<file path="src/core/ebu_defines.svh">
// Offsets, field positions, reset values and vector numbers of the exception unit
`ifndef EBU_DEFINES_SVH
`define EBU_DEFINES_SVH
`define EBU_OFS_EXT 8'h00
`define EBU_OFS_IDT 8'h04
`define EBU_OFS_FPCS 8'h08
`define EBU_OFS_STAT 8'h0C
`define EBU_OFS_DSTAT 8'h10
`define EBU_OFS_DCTL 8'h14
`define EBU_DE_BIT 3
`define EBU_MCE_BIT 6
`define EBU_FP_MASK_POS 7
`define EBU_BPT_POS 16
`define EBU_EXT_RST 32'h00000000
`define EBU_IDT_RST 16'h07FF
`define EBU_FPCS_RST 32'h00001F80
`define EBU_DCTL_RST 32'h00000000
`define EBU_DSTAT_RST 32'h00000000
`define EBU_DCTL_RSVD 32'h0000D800
`define EBU_DSTAT_RSVD 32'h00001000
`define EBU_BPT_EXEC 2'h0
`define EBU_BPT_WRITE 2'h1
`define EBU_BPT_IO 2'h2
`define EBU_BPT_RW 2'h3
`define EBU_VEC_DIV 8'h00
`define EBU_VEC_DBG 8'h01
`define EBU_VEC_NMI 8'h02
`define EBU_VEC_UD 8'h06
`define EBU_VEC_DF 8'h08
`define EBU_VEC_GP 8'h0D
`define EBU_VEC_PF 8'h0E
`define EBU_VEC_AC 8'h11
`define EBU_VEC_MC 8'h12
`define EBU_VEC_XF 8'h13
`define EBU_MAX_ILEN 5'h0F
`define EBU_QB_MIN 32'hFFFFFF80
`define EBU_QB_MAX 32'h0000007F
`define EBU_QW_MIN 32'hFFFF8000
`define EBU_QW_MAX 32'h00007FFF
`define EBU_RESP_OK 2'h0
`define EBU_RESP_ERR 2'h2
`endif

</file>
<file path="src/core/ebu_pkg.sv">
// Types shared by the exception unit and its surroundings
package ebu_pkg;
	typedef enum logic {ebu_run, ebu_shutdown} ebu_mode_type;

	typedef struct packed {
		logic valid;
		logic [31:0] cur_ip;
		logic [31:0] next_ip;
		logic step_trap;
		logic ext_intr;
		logic [7:0] ext_vec;
		logic nmi;
		logic interrupt_return_instr_done;
		logic fetch_pf;
		logic [4:0] instr_len;
		logic lock_bad;
		logic tr_move;
		logic dr_req;
		logic dr_wr;
		logic [2:0] dr_idx;
		logic [31:0] dr_wdata;
		logic div_op;
		logic div_word;
		logic div_zero;
		logic [31:0] div_quot;
		logic simd_fault;
		logic [5:0] simd_cause;
		logic hw_error;
		logic sreg_wr;
		logic [31:0] sreg_wdata;
		logic [31:0] sreg_rsvd;
		logic pte_rsvd;
		logic unaligned;
		logic align_on;
		logic acc_exec;
		logic acc_read;
		logic acc_write;
		logic acc_io;
		logic [31:0] acc_addr;
	} ebu_pipe_type;

	typedef struct packed {
		logic valid;
		logic [7:0] vector;
		logic double_f;
		logic [31:0] ret_ptr;
	} ebu_exc_type;
endpackage

</file>
<file path="src/core/ebu_core.sv">
// Exception, priority and breakpoint unit with an AXI4-Lite register slave
// What this block does
// RULE_01: Type 00 breaks on instruction execution only, 01 on data writes only.
// RULE_02: Type 10 breaks on port accesses when debug extensions on; undefined otherwise.
// RULE_03: Type 11 breaks on data reads or writes, never instruction fetches.
// RULE_04: Third and fourth type encodings are 10 and 11.
// RULE_05: Debug control bits 11, 12, 14, 15 always read zero.
// RULE_06: Debug status bit 12 ignores written ones and stays zero.
// RULE_07: Extensions off: reserved debug indices alias to status and control.
// RULE_08: Extensions on: moves with reserved debug indices raise invalid opcode.
// RULE_09: Any test-register move raises invalid opcode.
// RULE_10: Unmasked vector floating-point fault goes to vector 19, cause recorded.
// RULE_11: Hardware errors raise vector 18 only while machine-check enable set.
// RULE_12: Writing one to reserved special-register bit raises vector 13, no update.
// RULE_13: Reserved bit set in a translation entry raises vector 14.
// RULE_14: Unaligned reference with alignment checking raises vector 17.
// RULE_15: Divide error on vector 0, return pointer at faulting instruction.
// RULE_16: Most negative quotient is a valid signed divide result.
// RULE_17: Illegal bus-lock prefix raises invalid opcode, vector 6.
// RULE_18: Instruction longer than 15 bytes raises general protection.
// RULE_19: Priority: prior traps, interrupts, fetch, decode, then execution faults.
// RULE_20: After an accepted NMI, further NMIs wait for interrupt return.
// RULE_21: Vector entry beyond table limit raises double fault instead.
// RULE_22: Double-fault entry beyond limit enters shutdown.
// RULE_23: Extension control register clears to zero at reset.
// RULE_24: Breakpoint hits go through debug vector at trap or fault priority.
//
// Implementation choices: the AXI4-Lite interface to the registers and the register offsets.
`timescale 1ns/10ps
`include "ebu_defines.svh"

module ebu_core #(
	parameter int ADDR_W = 8
) (
	// Clock and reset
	input wire logic ref_clk,
	input wire logic rstn,
	// Pipeline side
	input wire ebu_pkg::ebu_pipe_type pipe,
	output ebu_pkg::ebu_exc_type exc,
	output logic dr_done,
	output logic [31:0] dr_rdata,
	output logic sreg_commit,
	output logic shutdown,
	// AXI4-Lite slave
	input wire logic [ADDR_W-1:0] s_axi_awaddr,
	input wire logic s_axi_awvalid,
	output logic s_axi_awready,
	input wire logic [31:0] s_axi_wdata,
	input wire logic [3:0] s_axi_wstrb,
	input wire logic s_axi_wvalid,
	output logic s_axi_wready,
	output logic [1:0] s_axi_bresp,
	output logic s_axi_bvalid,
	input wire logic s_axi_bready,
	input wire logic [ADDR_W-1:0] s_axi_araddr,
	input wire logic s_axi_arvalid,
	output logic s_axi_arready,
	output logic [31:0] s_axi_rdata,
	output logic [1:0] s_axi_rresp,
	output logic s_axi_rvalid,
	input wire logic s_axi_rready
);

	typedef struct packed {
		ebu_pkg::ebu_mode_type mode;
		logic [31:0] ext_ctrl;
		logic [15:0] idt_limit;
		logic [31:0] fp_cs;
		logic [31:0] dctl;
		logic [31:0] dstat;
		logic [3:0][31:0] bp_addr;
		logic nmi_blk;
		logic nmi_pend;
		logic trap_pend;
		ebu_pkg::ebu_exc_type exc;
		logic dr_done;
		logic [31:0] dr_rdata;
		logic sreg_commit;
		logic aw_ok;
		logic w_ok;
		logic [7:0] awaddr;
		logic [31:0] wdata;
		logic [3:0] wstrb;
		logic bvalid;
		logic [1:0] bresp;
		logic rvalid;
		logic [31:0] rdata;
		logic [1:0] rresp;
	} ebu_state_type;

	ebu_state_type st;
	ebu_state_type next_st;
	logic de;
	logic machine_check_enable;
	logic [3:0] exec_hit;
	logic [3:0] data_hit;
	logic ev;
	logic is_fault;
	logic take_nmi;
	logic take_trap;
	logic [7:0] vec;
	logic div_bad;
	logic q_low;
	logic q_high;
	logic dr_bad;
	logic [5:0] fp_unmasked;
	logic commit;
	logic [31:0] rd_val;
	logic rd_hit;
	logic nmi_blk_held;

	function automatic logic [31:0] merge(input logic [31:0] old, input logic [31:0] d,
		input logic [3:0] s);
		logic [31:0] r;
		r = old;
		for (int b = 0; b < 4; b++)
		begin
			if (s[b])
			begin
				r[8*b +: 8] = d[8*b +: 8];
			end
		end
		return r;
	endfunction

	assign de = st.ext_ctrl[`EBU_DE_BIT];
	assign machine_check_enable = st.ext_ctrl[`EBU_MCE_BIT];

	// Per-slot breakpoint match by type encoding
	genvar gi;
	generate
		for (gi = 0; gi < 4; gi++)
		begin : g_slot
			logic en;
			logic [1:0] typ;
			logic match;
			assign en = st.dctl[2*gi] | st.dctl[2*gi+1];
			assign typ = st.dctl[`EBU_BPT_POS+4*gi +: 2];
			assign match = en && pipe.valid && (pipe.acc_addr == st.bp_addr[gi]);
			assign exec_hit[gi] = match && typ == `EBU_BPT_EXEC && pipe.acc_exec; // [RULE_01]
			assign data_hit[gi] = match && ((typ == `EBU_BPT_WRITE && pipe.acc_write) // [RULE_01]
				|| (typ == `EBU_BPT_IO && de && pipe.acc_io) // [RULE_02] [RULE_04]
				|| (typ == `EBU_BPT_RW && (pipe.acc_read || pipe.acc_write))); // [RULE_03]
		end
	endgenerate

	// Quotient range check; the most negative value stays legal
	always_comb
	begin
		if (pipe.div_word)
		begin
			q_low = $signed(pipe.div_quot) < $signed(`EBU_QW_MIN); // [RULE_16]
			q_high = $signed(pipe.div_quot) > $signed(`EBU_QW_MAX);
		end
		else
		begin
			q_low = $signed(pipe.div_quot) < $signed(`EBU_QB_MIN); // [RULE_16]
			q_high = $signed(pipe.div_quot) > $signed(`EBU_QB_MAX);
		end
	end

	assign div_bad = pipe.div_op && (pipe.div_zero || q_low || q_high);
	assign dr_bad = pipe.dr_req && de && pipe.dr_idx[2:1] == 2'h2; // [RULE_08]
	assign fp_unmasked = pipe.simd_cause & ~st.fp_cs[`EBU_FP_MASK_POS +: 6];

	// Event selection: lower categories first, later assignments win
	always_comb
	begin
		ev = 1'b0;
		is_fault = 1'b1;
		take_nmi = 1'b0;
		take_trap = 1'b0;
		vec = `EBU_VEC_DIV;
		if (pipe.simd_fault && fp_unmasked != 6'h00)
		begin
			ev = 1'b1;
			vec = `EBU_VEC_XF; // [RULE_10]
		end
		if (pipe.hw_error && machine_check_enable)
		begin
			ev = 1'b1;
			vec = `EBU_VEC_MC; // [RULE_11]
		end
		if (pipe.unaligned && pipe.align_on)
		begin
			ev = 1'b1;
			vec = `EBU_VEC_AC; // [RULE_14]
		end
		if (pipe.pte_rsvd)
		begin
			ev = 1'b1;
			vec = `EBU_VEC_PF; // [RULE_13]
		end
		if (pipe.sreg_wr && (pipe.sreg_wdata & pipe.sreg_rsvd) != 32'h00000000)
		begin
			ev = 1'b1;
			vec = `EBU_VEC_GP; // [RULE_12]
		end
		if (div_bad)
		begin
			ev = 1'b1;
			vec = `EBU_VEC_DIV; // [RULE_15]
		end
		if (pipe.lock_bad || pipe.tr_move || dr_bad)
		begin
			ev = 1'b1;
			vec = `EBU_VEC_UD; // [RULE_17] [RULE_09] [RULE_08]
		end
		if (pipe.instr_len > `EBU_MAX_ILEN)
		begin
			ev = 1'b1;
			vec = `EBU_VEC_GP; // [RULE_18]
		end
		if (pipe.fetch_pf)
		begin
			ev = 1'b1;
			vec = `EBU_VEC_PF; // [RULE_19]
		end
		if (exec_hit != 4'h0)
		begin
			ev = 1'b1;
			vec = `EBU_VEC_DBG; // [RULE_24]
		end
		if (pipe.ext_intr)
		begin
			ev = 1'b1;
			is_fault = 1'b0;
			vec = pipe.ext_vec; // [RULE_19]
		end
		if (st.nmi_pend && !st.nmi_blk)
		begin
			ev = 1'b1;
			is_fault = 1'b0;
			take_nmi = 1'b1; // [RULE_20]
			vec = `EBU_VEC_NMI;
		end
		if (st.trap_pend || pipe.step_trap)
		begin
			ev = 1'b1;
			is_fault = 1'b0;
			take_nmi = 1'b0;
			take_trap = 1'b1; // [RULE_24] [RULE_19]
			vec = `EBU_VEC_DBG;
		end
		ev = ev && pipe.valid && st.mode == ebu_pkg::ebu_run;
	end

	assign commit = pipe.valid && !ev && st.mode == ebu_pkg::ebu_run;

	// Register read mux
	always_comb
	begin
		rd_hit = 1'b1;
		rd_val = 32'h00000000;
		unique case (s_axi_araddr[7:0])
			`EBU_OFS_EXT: rd_val = st.ext_ctrl;
			`EBU_OFS_IDT: rd_val = {16'h0000, st.idt_limit};
			`EBU_OFS_FPCS: rd_val = st.fp_cs;
			`EBU_OFS_STAT: rd_val = {21'h000000, st.nmi_blk, st.mode == ebu_pkg::ebu_shutdown,
				st.trap_pend, st.exc.vector};
			`EBU_OFS_DSTAT: rd_val = st.dstat;
			`EBU_OFS_DCTL: rd_val = st.dctl;
			default: rd_hit = 1'b0;
		endcase
	end

	always_comb
	begin
		next_st = st;
		next_st.exc.valid = 1'b0;
		next_st.dr_done = 1'b0;
		next_st.sreg_commit = 1'b0;
		// AXI write address and data are taken in either order
		if (s_axi_awvalid && s_axi_awready)
		begin
			next_st.aw_ok = 1'b1;
			next_st.awaddr = s_axi_awaddr[7:0];
		end
		if (s_axi_wvalid && s_axi_wready)
		begin
			next_st.w_ok = 1'b1;
			next_st.wdata = s_axi_wdata;
			next_st.wstrb = s_axi_wstrb;
		end
		if (st.aw_ok && st.w_ok)
		begin
			next_st.aw_ok = 1'b0;
			next_st.w_ok = 1'b0;
			next_st.bvalid = 1'b1;
			next_st.bresp = `EBU_RESP_OK;
			unique case (st.awaddr)
				`EBU_OFS_EXT: next_st.ext_ctrl = merge(st.ext_ctrl, st.wdata, st.wstrb);
				`EBU_OFS_IDT: next_st.idt_limit = 16'(merge({16'h0000, st.idt_limit}, st.wdata,
					st.wstrb));
				`EBU_OFS_FPCS: next_st.fp_cs = merge(st.fp_cs, st.wdata, st.wstrb);
				`EBU_OFS_STAT, `EBU_OFS_DSTAT, `EBU_OFS_DCTL: next_st.bresp = `EBU_RESP_OK;
				default: next_st.bresp = `EBU_RESP_ERR;
			endcase
		end
		if (st.bvalid && s_axi_bready)
		begin
			next_st.bvalid = 1'b0;
		end
		if (s_axi_arvalid && s_axi_arready)
		begin
			next_st.rvalid = 1'b1;
			next_st.rdata = rd_val;
			next_st.rresp = rd_hit ? `EBU_RESP_OK : `EBU_RESP_ERR;
		end
		else if (st.rvalid && s_axi_rready)
		begin
			next_st.rvalid = 1'b0;
		end
		// Debug register moves commit only on a clean boundary
		if (commit && pipe.dr_req)
		begin
			next_st.dr_done = 1'b1;
			next_st.dr_rdata = pipe.dr_idx[2] ? (pipe.dr_idx[0] ? st.dctl : st.dstat) // [RULE_07]
				: st.bp_addr[pipe.dr_idx[1:0]];
			if (pipe.dr_wr)
			begin
				if (!pipe.dr_idx[2])
				begin
					next_st.bp_addr[pipe.dr_idx[1:0]] = pipe.dr_wdata;
				end
				else if (pipe.dr_idx[0])
				begin
					next_st.dctl = pipe.dr_wdata & ~`EBU_DCTL_RSVD; // [RULE_05] [RULE_07]
				end
				else
				begin
					next_st.dstat = pipe.dr_wdata & ~`EBU_DSTAT_RSVD; // [RULE_06] [RULE_07]
				end
			end
		end
		if (commit && pipe.sreg_wr)
		begin
			next_st.sreg_commit = 1'b1; // [RULE_12]
		end
		// Hardware-set flags are applied last so they beat a clearing write
		if (pipe.valid && pipe.simd_fault)
		begin
			next_st.fp_cs[5:0] = next_st.fp_cs[5:0] | pipe.simd_cause; // [RULE_10]
		end
		next_st.dstat[3:0] = next_st.dstat[3:0] | exec_hit | data_hit;
		if (data_hit != 4'h0)
		begin
			next_st.trap_pend = 1'b1; // [RULE_24]
		end
		else if (ev && take_trap)
		begin
			next_st.trap_pend = 1'b0;
		end
		if (pipe.interrupt_return_instr_done)
		begin
			next_st.nmi_blk = 1'b0; // [RULE_20]
		end
		if (pipe.nmi)
		begin
			next_st.nmi_pend = 1'b1;
		end
		if (ev && take_nmi)
		begin
			next_st.nmi_pend = pipe.nmi;
			next_st.nmi_blk = 1'b1; // [RULE_20]
		end
		// Table limit check with double-fault and shutdown escalation
		if (ev)
		begin
			next_st.exc.ret_ptr = is_fault ? pipe.cur_ip : pipe.next_ip; // [RULE_15]
			if ({5'h00, vec, 3'h7} <= st.idt_limit)
			begin
				next_st.exc.valid = 1'b1;
				next_st.exc.vector = vec;
				next_st.exc.double_f = 1'b0;
			end
			else if ({5'h00, `EBU_VEC_DF, 3'h7} <= st.idt_limit)
			begin
				next_st.exc.valid = 1'b1;
				next_st.exc.vector = `EBU_VEC_DF; // [RULE_21]
				next_st.exc.double_f = 1'b1;
			end
			else
			begin
				next_st.mode = ebu_pkg::ebu_shutdown; // [RULE_22]
			end
		end
	end

	always_ff @(posedge ref_clk)
	begin
		if (!rstn)
		begin
			st <= '0;
			st.ext_ctrl <= `EBU_EXT_RST; // [RULE_23]
			st.idt_limit <= `EBU_IDT_RST;
			st.fp_cs <= `EBU_FPCS_RST;
			st.dctl <= `EBU_DCTL_RST;
			st.dstat <= `EBU_DSTAT_RST;
		end
		else
		begin
			st <= next_st;
		end
	end

	assign exc = st.exc;
	assign dr_done = st.dr_done;
	assign dr_rdata = st.dr_rdata;
	assign sreg_commit = st.sreg_commit;
	assign shutdown = st.mode == ebu_pkg::ebu_shutdown;
	assign s_axi_awready = !st.aw_ok && !st.bvalid;
	assign s_axi_wready = !st.w_ok && !st.bvalid;
	assign s_axi_bvalid = st.bvalid;
	assign s_axi_bresp = st.bresp;
	assign s_axi_arready = !st.rvalid;
	assign s_axi_rvalid = st.rvalid;
	assign s_axi_rdata = st.rdata;
	assign s_axi_rresp = st.rresp;

	always_ff @(posedge ref_clk)
	begin
		nmi_blk_held <= rstn && st.nmi_blk && next_st.nmi_blk;
	end
endmodule // ebu_core

</file>
<file path="config.mk">
export PLATFORM = sky130hd
export DESIGN_NAME = ebu_core
export DESIGN_NICKNAME = d
export VERILOG_FILES = /design/src/core/ebu_pkg.sv /design/src/core/ebu_core.sv
export VERILOG_INCLUDE_DIRS = /design/src /design/src/core
export SDC_FILE = /design/constraint.sdc
export NUM_CORES = 1
export LEC_CHECK = 0
export BUFFER_PORTS_ARGS = -buffer_cell sky130_fd_sc_hd__buf_2
export CAP_MARGIN = 25
export CORE_MARGIN = 2
export CORE_UTILIZATION = 40
export DETAILED_ROUTE_END_ITERATION = 8
export GPL_ROUTABILITY_DRIVEN = 1
export SKIP_CTS_REPAIR_TIMING = 1
export SLEW_MARGIN = 20
export SYNTH_ARGS = -nofsm -noshare
export SYNTH_HDL_FRONTEND = slang
export SYNTH_SLANG_ARGS = --single-unit
</file>
<file path="constraint.sdc">
create_clock -name ref_clk -period 4.65 [get_ports ref_clk]
set_clock_uncertainty 0.1 [all_clocks]
set_input_delay 0.93 -clock ref_clk [delete_from_list [all_inputs] [get_ports ref_clk]]
set_output_delay 0.93 -clock ref_clk [all_outputs]
set_load 0.005 [all_outputs]
</file>
# Word level (Yosys, flattened, before mapping)
# Index checks and enable logic that the tools add are counted.
# op_classes
add_sub_neg	0
multipliers	0
div_mod_pow	0
order_cmp	9
n_eq_ne	27
shift	0
n_mux	66
n_bitwise	16
n_reduce_logical	117
# op_table
op	n
132-bit 2-to-1 mux	2
32-bit one-hot mux with 6 select lines	1
32-bit 2-to-1 mux	5
128-bit bitwise mux	1
32-bit == test	4
128-bit 2-to-1 mux	1
8-bit 2-to-1 mux	11
32-bit binary-select mux with 2-bit select	1
32-bit demux with 2-bit select	1
1-bit logical AND	62
3-bit AND reduction	12
33-bit 2-to-1 mux	1
32-bit bitwise AND	1
8-bit by 4-bit == test with 1-bit output (second input constant)	4
8-bit by 5-bit == test with 1-bit output (second input constant)	4
32-bit by 16-bit greater-than comparator with 1-bit output (second input constant)	1
32-bit by 8-bit greater-than comparator with 1-bit output (second input constant)	1
32-bit by 16-bit < comparator with 1-bit output (second input constant)	1
32-bit by 8-bit < comparator with 1-bit output (second input constant)	1
32-bit nonzero test	1
1-bit 2-to-1 mux	29
6-bit 2-to-1 mux	4
10-bit 2-to-1 mux	2
2-bit == test (second input constant)	9
27 further kinds	75
# word_totals
regBits	431
latch_bits	0
ramBits	0
rom_bits	0
in_bits	328
mem_count	0

# Longest topological paths before layout
# Gate-level depths: netlist of the first run.
# depth
depth_word	26
ltp_mapped	19
ltp_nobuf	17

# Worst setup path before layout of the first run
# No wires, ideal clock.
# synth_path
kind	input to register
startpoint	input port pipe[26] (netlist name)
endpoint	register st, in the netlist exc[37]
setup_ns	0.115
arrival_time_ns	4.485
required_time_ns	4.435
path_slack_ns	-0.049
path_stages	19
path_cell_list	buf_2 -> xor2_1 -> or4_1 -> nor4_1 -> nand4_1 -> nand4_1 -> nor2_1 -> a221oi_1 -> nor2_1 -> ha_1 -> nor2b_1 -> o21a_1 -> o21a_1 -> o211ai_1 -> a31o_2 -> clkbuf_1 -> nor2_1 -> o21a_1 -> o21a_1
# synth_between
elab_chain_cells	12
# synth_lines
item	line_no	text
from (decl)	ebu_core.sv:39	input wire ebu_pkg::ebu_pipe_type pipe,
32-bit == test	ebu_core.sv:140	assign match = en && pipe.valid && (pipe.acc_addr == st.bp_addr[gi]);
1-bit logical AND	ebu_core.sv:140	
1-bit logical AND (no line)	-	
1-bit logical AND	ebu_core.sv:141	assign exec_hit[gi] = match && typ == `EBU_BPT_EXEC && pipe.acc_exec;
4-bit nonzero test *	ebu_core.sv:220	if (exec_hit != 4'h0)
8-bit 2-to-1 mux or 1-bit 2-to-1 mux (tied branches)	ebu_core.sv:220	
8-bit 2-to-1 mux or 1-bit 2-to-1 mux (tied branches)	ebu_core.sv:225	if (pipe.ext_intr)
8-bit 2-to-1 mux or 1-bit 2-to-1 mux (tied branches)	ebu_core.sv:231	if (st.nmi_pend && !st.nmi_blk)
8-bit 2-to-1 mux or 1-bit 2-to-1 mux (tied branches)	ebu_core.sv:238	if (st.trap_pend || pipe.step_trap)
11-bit by 16-bit <= comparator with 1-bit output or 1-bit logical AND (tied branches)	ebu_core.sv:372, ebu_core.sv:246	
2-bit nonzero test (no line) or 1-bit logical AND (tied branches)	-	
2-bit AND reduction (no line)	-	
to (signal assigned)	ebu_core.sv:404	st <= next_st;
to (decl)	ebu_core.sv:92	ebu_state_type st;
# Every way passes the cells marked *; elsewhere a longest branch is shown, timed or not.
# A chain may end at the register's enable or synchronous reset.

# Worst setup path in the final report of the first run
# Ends and elaborated chain as after synthesis.

==> flow_summary.ini, run 1 <==
[run_status]
outcome = complete, no violations

[setup_path]
critPathTopFamily = compound AO/OA/AOI/OAI gates
ff2ff_setup_slack_ns = 0.43
worstSetupStartpointType = input pin
reg2reg_depth = 19
worstPathCellList = buf_2, buf_4, xnor2_1, nand4_1, nor4_1, buf_4, nand4_1, nand4_1, buf_4, nor2_1, a221oi_1, nor2_1, ha_1, nor2b_1, o21a_1, o21a_1, o211ai_1, a31o_2, nor2_1, buf_4, o21a_1, o21a_1
critPathKind = in -> reg
critPathMaxFanout = 9
cp_slowest_cell = nor4_1
path_buf_inv = 5
required_ns = 5.06
crit_path_end_kind = flop
r2r-end = exc[37]
cp.arrival_ns = 4.82
cpPeakStageDelay_ns = 0.43

[clock_tree]
tritoncts = built
cts_buffers = 50
clock_path_buffers = 3
clk_pin_slew_ns = 0.06
h-tree-depth = 2
cts-root-buf = clkbuf_16
clk_latency_ns = 0.62
clkSinkCount = 429

[layout]
final_util_pct = 48.6
drive_gt1_share_pct = 26.5
syn_to_final_growth_pct = 20.5
final_cell_mix = 431 x buf_2, 429 x dfxtp_1, 411 x nor2_1
final.fill_count = 5133
final_common_cell = buf_2
multi_input_area_sq_um = 11400
nets = 3099
register_area_sq_um = 8590
fin_area_sq_um = 26100
final_cells = 3503

[yosys]
synth_cells = 2392
synth_edf_count = 0
yosys_warnings = 0
synthFlopType = dfxtp_1
synthTopCellsByArea = dfxtp_1 40%, mux2i_1 15%, nor2_1 7.1%
syn_area_sq_um = 21600
yosysSeqAreaShare_pct = 39.7
ys_ff_latch = 429
ys_types = 72
synth-async-reset-ratio_pct = 0
syn_avg_cell_area_sq_um = 9.05
yosysTopAreaCell = dfxtp_1
synth_top_area_share_pct = 39.7

[routing]
first_iter_violations = 1257
viasPerCell = 5.50
wire_per_inst_microns = 22.7
ant_nets = 0
drc = 0
wirelength_mm = 79.6
top_layer_used = met5
met2_length_mm = 38.7
vias = 19300
met1_length_mm = 32.5
dr.pass1.iters = 6
dr_wl_met3_mm = 4.92

[die]
die_h_microns = 237
fp-row-count = 85
coreArea_sq_um = 53700
io_pins = 446
die_area_sq_um = 56000
fp.dieW_microns = 237
initial_core_util_pct = 40.3

[placed_design]
dp_slack_ns = -0.355
io_buffers = 432
hpwl_mm = 59.9
place.gp.congestion = 0.967
post_dp_cell_area_sq_um = 24400
dpl.cell_count = 3407

[grt]
antenna_found_initial = 24
globalRouteOverflowTotal = 0
grt.total_usage_pct = 27.5
grt_pass1_vias = 18800
grt_start_max_net_pins = 152
grt_first_pass_wirelength_mm = 117

[timing]
worst_pin_slew_ns = 1.03
setup_violations = 0
worst_slew_margin_rel_pct = 30.7
finalCritPeriodShare_pct = 94.9
setup_ws_ns = 0.239
hold_violations = 0
fin_crit_ns = 4.41
hold_ws_ns = 0.357
slew_viol_final = 0
max_clock_freq_mhz = 227
rsz0062_at_grt = false

[hold_path]
min_from = s_axi_rdata[12]
min_to = s_axi_rdata[12]
hold_class = reg -> reg
hold_depth = 2

[pwr]
p_leak_uw = 0.0123
power.density_nw_per_um2 = 328
peakVddDrop_mv = 0.263

[flow_run]
drv_cap = 0
## report_power, final
part           internal, uW  switching, uW  total (uW)
Sequential             3740           56.3        3800
Combinational           351            503         854
Clock                  2290           1620        3910
## worst min-delay path, cell delays in order, from the launching register on
cell     delay, ns
dfxtp_1       0.31
nand2_1       0.05
a21oi_1       0.05
## metal layers
metal,vias to the layer above,GRT usage (%)
li1,9062,-
met1,9358,33.2
met2,659,47.9
met3,165,5.51
met4,20,11.4
met5,-,0
## worst max path at each step
stage | from | end | cells past startpoint
5_1_grt | pipe[26] | exc[34] | 22
4_1_cts | pipe[26] | exc[37] | 22
6_report | pipe[26] | exc[37] | 22
3_3_place_gp | pipe[26] | exc[37] | 22
2_1_floorplan | pipe[26] | exc[36] | 19
3_5_place_dp | pipe[26] | exc[37] | 22
## cell type report
cell class                 instances  area share (%)
inverter                          27           0.417
clock buffer                      68            5.29
timing repair buffer             583            13.2
tap                              696            3.34
sequential                       429            32.9
clock inverter                    15           0.859
multi-input combinational       1672            43.9
antenna                           13           0.125
## cell families (layout without fill, tap and decap cells)
family	count (synthesis)	in the layout	share of synthesized area (%)
flip-flops	429	429	39.7
other	1	15	0.0173
XOR/XNOR	129	129	5.22
buffers and inverters	292	693	7.61
AND/OR/NAND/NOR	823	823	17.0
adder cells (fa/ha/maj)	8	8	0.462
multiplexers	396	396	20.4
AO/OA/AOI/OAI	314	314	9.67
## Yosys cell counts (all sizes together) (7+ instances only)
cell / number
nor3: 17
nand4: 55
a21oi: 122
o21ai: 36
a31oi: 13
mux4: 32
mux2: 33
inv: 27
a22oi: 35
and2: 13
or4: 9
a311oi: 32
o22ai: 7
nor4: 35
nand3: 30
a22o: 7
mux2i: 331
ha: 8
xor2: 44
xnor2: 85
clkbuf: 110
a222oi: 19
nand2: 214
buf: 155
nor2: 411
dfxtp: 429
## through the flow
| step | TNS, ns | total power, uW |
|---|---|---|
| global placement | -2.88 | 4710 |
| CTS | 0 | 8630 |
| global route | 0 | 8860 |
| finish | 0 | 8560 |
| floorplan | 0 | 4300 |
| detailed placement | -2.95 | 4730 |
Note: power is estimated with default switching activity, not from simulation.
==> run 2: changes to the inputs <==
- RECOVER_POWER: default -> 50
==> flow_summary.ini, run 2 (synthesis gave the netlist of run 1 again) <==
[routing]
wirelength_mm = 79.5
drc = 0
viasPerCell = 5.50
wire_per_inst_microns = 22.7
first_iter_violations = 1267
vias = 19300
ant_nets = 0
dr.pass1.iters = 8

[grt]
globalRouteOverflowTotal = 0
grt_first_pass_wirelength_mm = 117
grt_pass1_vias = 18800
grt_start_max_net_pins = 152
grt.total_usage_pct = 27.5
antenna_found_initial = 24

[placed_design]
hpwl_mm = 59.9
place.gp.congestion = 0.967
post_dp_cell_area_sq_um = 24400
io_buffers = 432

[timing]
setup_violations = 0
worst_slew_margin_rel_pct = -87.0
max_clock_freq_mhz = 222
slew_viol_final = 89
fin_crit_ns = 4.50
hold_violations = 0
rsz0062_at_grt = false
hold_ws_ns = 0.357
worst_pin_slew_ns = 2.81
finalCritPeriodShare_pct = 96.8

[clock_tree]
cts-root-buf = clkbuf_16
h-tree-depth = 2
clk_pin_slew_ns = 0.06
tritoncts = built
clock_path_buffers = 3
clkSinkCount = 429
cts_buffers = 50
clk_latency_ns = 0.62

[die]
fp.dieW_microns = 237
io_pins = 446
die_area_sq_um = 56000
initial_core_util_pct = 40.3
fp-row-count = 85
coreArea_sq_um = 53700
die_h_microns = 237

[layout]
syn_to_final_growth_pct = 20.0
final_common_cell = dfxtp_1
nets = 3099
drive_gt1_share_pct = 23.7
final_cell_mix = 429 x dfxtp_1, 411 x nor2_1, 353 x buf_2
final_util_pct = 48.4
fin_area_sq_um = 26000
final.fill_count = 5168

[setup_path]
critPathKind = in -> reg
worstSetupStartpointType = input pin
required_ns = 5.06
crit_path_end_kind = flop
critPathMaxFanout = 9
cp.arrival_ns = 4.91

[flow_run]
drv_cap = 2

[pwr]
power.density_nw_per_um2 = 329
p_leak_uw = 0.0120
peakVddDrop_mv = 0.264

[run_status]
outcome = complete, but fails checks
violations = max-capacitance violations, max-slew violations

[hold_path]
hold_class = reg -> reg
run 2: cell types whose count changed in the layout (fill, tap and decap cells not counted), sizes merged:
| cell | delta |
|---|---|
| buf | -81 |
| clkbuf | +81 |
| diode | +2 |
run 2: through the flow:
stage          instances  setup TNS (ns)  setup WS, ns  power [uW]
2_1_floorplan       2393               0        0.0205        4300
3_3_place_gp        3407           -2.88        -0.363        4710
3_5_place_dp        3407           -2.95        -0.355        4730
4_1_cts             3490               0         0.278        8630
5_1_grt             3502               0       0.00305        8860
6_report            3505               0         0.151        8560
run 2: path summary, 6_finish.rpt:
kind              slack [ns]  startpoint  depth (start not counted)       to
setup / recovery        0.15    pipe[26]                         22  exc[37]
hold / removal          0.36      st[74]                          2   st[74]
setup reg to reg        0.38        flop                         19  exc[37]
hold reg to reg         0.36      st[74]                          2   st[74]
run 2: critical path: stages:
cell,delay [ns]
buf_2,0.14
buf_4,0.14
xnor2_1,0.27
nand4_1,0.12
nor4_1,0.45
buf_4,0.19
nand4_1,0.09
nand4_1,0.25
buf_4,0.19
nor2_1,0.04
a221oi_1,0.32
nor2_1,0.09
ha_1,0.29
nor2b_1,0.13
o21a_1,0.16
o21a_1,0.16
o211ai_1,0.16
a31o_2,0.18
nor2_1,0.05
buf_4,0.17
o21a_1,0.19
o21a_1,0.17
run 2: layout make-up:
class / count / area [sq um] / area share, %
Antenna cell: 15 / 37.5 / 0.144
Timing Repair Buffer: 583 / 3330 / 12.8
Multi-Input combinational cell: 1672 / 11400 / 44.0
Inverter: 27 / 109 / 0.419
Clock inverter: 15 / 224 / 0.862
Sequential cell: 429 / 8590 / 33.1
Tap cell: 696 / 871 / 3.35
Clock buffer: 68 / 1380 / 5.31
run 2: report_power, final:
group / internal (uW) / switching [uW]
combinational: 347 / 502
sequential: 3740 / 57.0
clock: 2290 / 1620
run 2: routing by layer:
metal	track usage (%)	part of all wire, %	up-vias
li1	-	-	9057
met3	5.51	6.6	172
met1	33.2	40	9338
met5	0	0.15	-
met2	47.9	49	698
met4	11.4	4.3	18
